### config.mk
export PLATFORM = sky130hd
export DESIGN_NAME = flash_fault_boost_regs
export DESIGN_NICKNAME = d
export VERILOG_FILES = /design/src/include/flash_fault_pkg.sv /design/src/logic/flash_fault_boost_regs.sv
export SDC_FILE = /design/constraint.sdc
export NUM_CORES = 1
export LEC_CHECK = 0
export BUFFER_PORTS_ARGS = -buffer_cell sky130_fd_sc_hd__buf_2
export CAP_MARGIN = 20
export CORE_MARGIN = 2
export CORE_UTILIZATION = 35
export DETAILED_ROUTE_END_ITERATION = 7
export MAX_ROUTING_LAYER = met4
export SLEW_MARGIN = 20
export SYNTH_ARGS = -nofsm -noshare
export SYNTH_HDL_FRONTEND = slang
export SYNTH_SLANG_ARGS = --single-unit
### constraint.sdc
create_clock -name ref_clk -period 0.98 [get_ports ref_clk]
set_input_delay 0.098 -clock ref_clk [delete_from_list [all_inputs] [get_ports ref_clk]]
set_output_delay 0.098 -clock ref_clk [all_outputs]
set_load 0.005 [all_outputs]
### src/include/flash_fault_pkg.sv
/*
 * Package for the flash driver fault/drive-doubling register bank: register
 * addresses, field positions, reset values, unlock key and carrier structs.
 * Assumes the surrounding I2C slave decodes frames into single-byte accesses.
 */
package flash_fault_pkg;

    localparam int unsigned ADDR_W            = 8;
    localparam int unsigned DATA_W            = 8;

    localparam logic [7:0] ADDR_FAULT_STATUS  = 8'h05;
    localparam logic [7:0] ADDR_DRIVE_DOUBLING = 8'h0d;
    localparam logic [7:0] ADDR_UNLOCK_KEY    = 8'h0f;

    localparam int unsigned BIT_RESERVED      = 0;
    localparam int unsigned BIT_COIL_LIMIT    = 1;
    localparam int unsigned BIT_IND_FAULT     = 2;
    localparam int unsigned BIT_LED_COUNT     = 3;
    localparam int unsigned BIT_FLASH_EXPIRY  = 4;
    localparam int unsigned BIT_THERMAL       = 5;
    localparam int unsigned BIT_LED_SHORT     = 6;
    localparam int unsigned BIT_OVERVOLTAGE   = 7;
    localparam int unsigned BIT_DOUBLE_DRIVE  = 0;

    localparam logic       LED_COUNT_RESET    = 1'b1;
    localparam logic       DOUBLE_RESET       = 1'b0;
    localparam logic [7:0] UNLOCK_KEY_RESET   = 8'h00;
    localparam logic [7:0] UNLOCK_VALUE       = 8'h55;
    localparam logic       RESERVED_READ      = 1'b0;

    // analog detector levels, one per fault source
    typedef struct packed {
        logic overvoltage;
        logic led_short;
        logic thermal;
        logic flash_expiry;
        logic ind_fault;
        logic coil_limit;
    } fault_in_t;

    // one decoded register access from the serial slave
    typedef struct packed {
        logic              wr;
        logic              rd;
        logic              cmd_end;
        logic [ADDR_W-1:0] addr;
        logic [DATA_W-1:0] wdata;
    } reg_req_t;

endpackage : flash_fault_pkg

### src/logic/flash_fault_boost_regs.sv
/*
 * Fault status, drive-doubling and unlock key registers of a flash LED driver.
 * Assumes an I2C slave front end that presents each byte access as a one-cycle
 * strobe and pulses cmd_end at the stop/restart closing each write command.
 */
`timescale 1ns/1ns

module flash_fault_boost_regs
    import flash_fault_pkg::*;
(
    // clock and reset
    input  wire logic                    ref_clk,
    input  wire logic                    rst_n,
    // register access from the serial slave
    input  wire flash_fault_pkg::reg_req_t req,
    output logic [flash_fault_pkg::DATA_W-1:0] rdata,
    // fault detector levels
    input  wire flash_fault_pkg::fault_in_t  faults,
    // controls to the analog core
    output logic                         double_drive,
    output logic                         led_count
);
    import flash_fault_pkg::*;

    // register selects
    logic                    sel_fault;
    logic                    sel_double;
    logic                    sel_key;
    logic                    key_write;
    logic                    key_match;
    logic                    dd_write;
    logic                    dd_load;
    logic                    count_write;
    // unlock tracking
    logic                    unlocked;
    logic                    key_frame;
    // read path
    logic       [DATA_W-1:0] fault_flags;
    logic       [DATA_W-1:0] fault_view;
    logic       [DATA_W-1:0] double_view;
    logic       [DATA_W-1:0] next_rdata;

    assign sel_fault   = (req.addr == ADDR_FAULT_STATUS);
    assign sel_double  = (req.addr == ADDR_DRIVE_DOUBLING);
    assign sel_key     = (req.addr == ADDR_UNLOCK_KEY);
    assign key_write   = req.wr && sel_key;
    assign key_match   = (req.wdata == UNLOCK_VALUE);
    assign dd_write    = req.wr && sel_double;
    assign dd_load     = dd_write && unlocked;
    assign count_write = req.wr && sel_fault;

    // fault flags follow the detectors, read-only, one cycle behind

    // reserved position reads a fixed level
    fault_flag_cell flag_reserved_inst (
        .ref_clk (ref_clk),
        .rst_n   (rst_n),
        .level   (RESERVED_READ),
        .flag    (fault_flags[BIT_RESERVED])
    );

    // coil current above its limit
    fault_flag_cell flag_coil_inst (
        .ref_clk (ref_clk),
        .rst_n   (rst_n),
        .level   (faults.coil_limit),
        .flag    (fault_flags[BIT_COIL_LIMIT])
    );

    // indicator output fault
    fault_flag_cell flag_ind_inst (
        .ref_clk (ref_clk),
        .rst_n   (rst_n),
        .level   (faults.ind_fault),
        .flag    (fault_flags[BIT_IND_FAULT])
    );

    // flash duration limit hit
    fault_flag_cell flag_expiry_inst (
        .ref_clk (ref_clk),
        .rst_n   (rst_n),
        .level   (faults.flash_expiry),
        .flag    (fault_flags[BIT_FLASH_EXPIRY])
    );

    // junction too hot
    fault_flag_cell flag_thermal_inst (
        .ref_clk (ref_clk),
        .rst_n   (rst_n),
        .level   (faults.thermal),
        .flag    (fault_flags[BIT_THERMAL])
    );

    // shorted flash led
    fault_flag_cell flag_short_inst (
        .ref_clk (ref_clk),
        .rst_n   (rst_n),
        .level   (faults.led_short),
        .flag    (fault_flags[BIT_LED_SHORT])
    );

    // boost output overvoltage
    fault_flag_cell flag_ovp_inst (
        .ref_clk (ref_clk),
        .rst_n   (rst_n),
        .level   (faults.overvoltage),
        .flag    (fault_flags[BIT_OVERVOLTAGE])
    );

    // led count position is filled from its own register
    assign fault_flags[BIT_LED_COUNT] = 1'b0;

    // led count flag, host writable
    guarded_bit_cell #(
        .RESET_VALUE (LED_COUNT_RESET)
    ) count_bit_inst (
        .ref_clk (ref_clk),
        .rst_n   (rst_n),
        .load    (count_write),
        .value   (req.wdata[BIT_LED_COUNT]),
        .bit_q   (led_count)
    );

    // drive-doubling bit, loads only while unlocked
    guarded_bit_cell #(
        .RESET_VALUE (DOUBLE_RESET)
    ) double_bit_inst (
        .ref_clk (ref_clk),
        .rst_n   (rst_n),
        .load    (dd_load),
        .value   (req.wdata[BIT_DOUBLE_DRIVE]),
        .bit_q   (double_drive)
    );

    // unlock armed by a matching key; survives the end of the key's own
    // command, spent by a doubling write or the end of the next command
    always_ff @(posedge ref_clk) begin
        if (!rst_n) begin
            unlocked <= 1'b0;
        end else if (key_write) begin
            unlocked <= key_match;
        end else if (dd_write) begin
            unlocked <= 1'b0;
        end else if (req.cmd_end && !key_frame) begin
            unlocked <= 1'b0;
        end
    end

    // high while the command that carried the key is still open
    always_ff @(posedge ref_clk) begin
        if (!rst_n) begin
            key_frame <= 1'b0;
        end else if (key_write) begin
            key_frame <= key_match && !req.cmd_end;
        end else if (req.cmd_end) begin
            key_frame <= 1'b0;
        end
    end

    // read views of the two readable registers
    assign fault_view  = fault_flags | (DATA_W'(led_count) << BIT_LED_COUNT);
    assign double_view = DATA_W'(double_drive);

    // read select; key register is write-only and reads zero
    always_comb begin
        next_rdata = '0;
        case (req.addr)
            ADDR_FAULT_STATUS: begin
                next_rdata = fault_view;
            end
            ADDR_DRIVE_DOUBLING: begin
                next_rdata = double_view;
            end
            default: begin
                next_rdata = '0;
            end
        endcase
    end

    // read data stands until the next read
    always_ff @(posedge ref_clk) begin
        if (!rst_n) begin
            rdata <= '0;
        end else if (req.rd) begin
            rdata <= next_rdata;
        end
    end

endmodule : flash_fault_boost_regs

// one live fault flag, cleared by reset
module fault_flag_cell (
    // clock and reset
    input  wire logic ref_clk,
    input  wire logic rst_n,
    // detector level in, flag out
    input  wire logic level,
    output logic      flag
);

    always_ff @(posedge ref_clk) begin
        if (!rst_n) begin
            flag <= 1'b0;
        end else begin
            flag <= level;
        end
    end

endmodule : fault_flag_cell

// one register bit with a load strobe
module guarded_bit_cell #(
    parameter logic RESET_VALUE = 1'b0
) (
    // clock and reset
    input  wire logic ref_clk,
    input  wire logic rst_n,
    // load strobe and value
    input  wire logic load,
    input  wire logic value,
    output logic      bit_q
);

    always_ff @(posedge ref_clk) begin
        if (!rst_n) begin
            bit_q <= RESET_VALUE;
        end else if (load) begin
            bit_q <= value;
        end
    end

endmodule : guarded_bit_cell

==> out/summary.txt <==
Nets - 154
Port bufs - 36
Seq cells post-synth - 18
Worst r2r src - unlocked
Number of remaining DRC errors - 0
Top post-synthesis cells by area - dfxtp_1, a21boi_1, nand2b_1
Crit. Startpoint - double_bit_inst.bit_q
Worst path arrival time - 0.80 ns
CP delay by family, top - flip-flops
Initial DRC count - 9
DP HPWL - 1.44 mm
R2R Setup Slk - 0.10 ns
Period utilization - 91.3%
Worst flop-to-flop path endpoint - double_bit_inst.bit_q
H-tree depth - 1
Post-CTS sizing - 1
Sequential fraction of the synthesis area - 45.6%
Critical Path Stages - 1
Vias - 722
R2R depth - 2
Fin Clk Skew - 0.00577 ns
Vias per cell - 4.69
TritonRoute pass-1 iters - 4
Logic pwr share - 11.4%
Die X - 51.5 um
Layout cell share with drive strength beyond 1 - 42.1%
Minimum clock period after layout - 0.895 ns
Most common cell after layout, fill and taps aside - buf_2
Critical path buffers and inverters - 1
Vias in the first global route - 681
# hold bufs at CTS - 0
Layout fillers - 222
Number of antenna diodes - 0
Post-route ant nets - 0
Sequential share of power - 55.9%
Slew margin rel. - 74.3%
Largest net degree at the start of global routing - 15
CP cell instances - buf_2
# rows - 17
Critical Path Slowest Stage Cell - dfxtp_1
Synth area leader - dfxtp_1
Final non-filler cell total - 154
Critical Path RT - 0.88 ns
CTS max path bufs - 2
Pwr/cell area - 1210 nW/um^2
Root buffer cell - clkbuf_4
CORE AREA - 2170 sq um
Worst setup EP type - output pin
Peak supply drop - 0.650 mV
Final Hold Fails - 0
Area grow syn2layout - 40.0%
Sw Ratio - 21.0%
Startpoint class of the critical path - flip-flop
Routed WL - 1.78 mm
Int Pwr - 1060 uW
Syn Area/Cell - 9.88 sq um
Max cap viols - 0
# setup viols final - 0
Crit Path Category - flip-flop to output pin
Synth top area share - 45.6%
Wire per inst - 11.5 um
Starting Density - 36.4%
Worst-Margin Slew - 0.380 ns
Syn nets - 107
Static leakage - 0.000490 uW
Slew Viols, Final - 0
Final worst slack - 0.0851 ns
Total I/O pin count - 37
Synthesized area - 791 sq um
NetSw - 282 uW
Die H - 51.5 um
Clock power share - 32.7%
Num CTS Buffers - 3
Tot GR Track Use - 15.6%
RSZ-0062 raised after global routing - false
Worst hold path class - input port to flip-flop
Syn Inst Count - 80
Fmax - 1.12 GHz
First-pass GRT wire length - 3.01 mm
GR Overflow Total - 0
Crit path max fanout - 3
Initial antenna violation count - 0
Clock transition at path regs - 0.10 ns
Pre-CTS WS - -0.132 ns
Crit path capture - double_drive
Dpl cells - 150
Die ar. - 2660 sq um
Number of distinct library cells after synthesis - 23
Post CTS Setup Buffer Count - 0
TritonCTS clock tree - built
Critical path's largest stage delay - 0.38 ns
CTS sink count - 18
Clock latency on the worst-skew pair - 0.28 ns
Most frequent cells in the layout - buf_2, dfxtp_1, buf_4
Outcome - complete, no violations
Final Wtd Congestion - 0.748
Yosys Warn Count - 0
## Yosys cell counts, drive strengths merged
cell type and count:
nand2 4, clkbuf 3, and2 6, nor4bb 3, mux2i 3, nor3 1, and3 1, o211ai 1
nand2b 8, and4bb 1, nor4b 1, nand4bb 2, nor2 1, nand4 8, nor2b 3, dfxtp 18
nand3 4, a21boi 8, inv 1, nor4 1, o22ai 1, buf 1
## power groups by stage
stage	registers [uW]	clock network (uW)	logic [uW]
2_1_floorplan	764	0	56.5
3_3_place_gp	765	0	147
3_5_place_dp	765	0	152
4_1_cts	749	459	153
5_1_grt	750	493	167
6_report	749	438	152
## final cells by class
| cell class | count | area, sq um | share of cell area [%] |
|---|---|---|---|
| multi-input combinational | 57 | 417 | 37.6 |
| sequential | 18 | 360 | 32.5 |
| timing repair buffer | 46 | 255 | 23.1 |
| clock buffer | 4 | 36.3 | 3.28 |
| tap | 28 | 35.0 | 3.16 |
| inverter | 1 | 3.75 | 0.339 |
## stage by stage
step                TNS (ns)  cell area (sq um)  hold slack (ns)  util [%]  total power [uW]
floorplan                  0                791            0.220         -               820
global placement      -0.292               1060            0.301      49.1               912
detailed placement    -0.512               1060            0.303      49.1               918
CTS                        0               1110          0.00562      51.0              1360
global route               0               1110          0.00485      51.0              1410
finish                     0               1110           0.0135      51.0              1340
## layer usage
metal	track usage, %	share of wire [%]	up-vias
met2	25.9	50	20
met5	-	0	-
met3	2.87	4.6	2
li1	-	-	383
met4	5.26	0.73	0
met1	19.2	45	317
## how the worst min path moves through the flow
stage               from                     end  slack, ns  depth (start not counted)
3_3_place_gp   faults[3]  flag_thermal_inst.flag       0.30                          2
2_1_floorplan  faults[3]  flag_thermal_inst.flag       0.22                          1
4_1_cts        faults[3]  flag_thermal_inst.flag      0.006                          2
5_1_grt        faults[3]  flag_thermal_inst.flag      0.005                          2
6_report       faults[3]  flag_thermal_inst.flag       0.01                          2
3_5_place_dp   faults[3]  flag_thermal_inst.flag       0.30                          2
## state kept, by name (all words and copies together), names as in the netlist
name                    cells
rdata                       8
count_bit_inst.bit_q        1
double_bit_inst.bit_q       1
flag_coil_inst.flag         1
flag_expiry_inst.flag       1
flag_ind_inst.flag          1
flag_ovp_inst.flag          1
flag_short_inst.flag        1
flag_thermal_inst.flag      1
key_frame                   1
unlocked                    1
## kinds of logic (layout without fill, tap and decap cells)
family          Yosys count  in the layout  synth area share, %
compound gates           10             10                 9.34
buf+inv                   5             51                 2.53
mux                       3              3                 3.80
simple gates             44             44                 38.8
flops                    18             18                 45.6
Power figures use the tool's default switching activity.
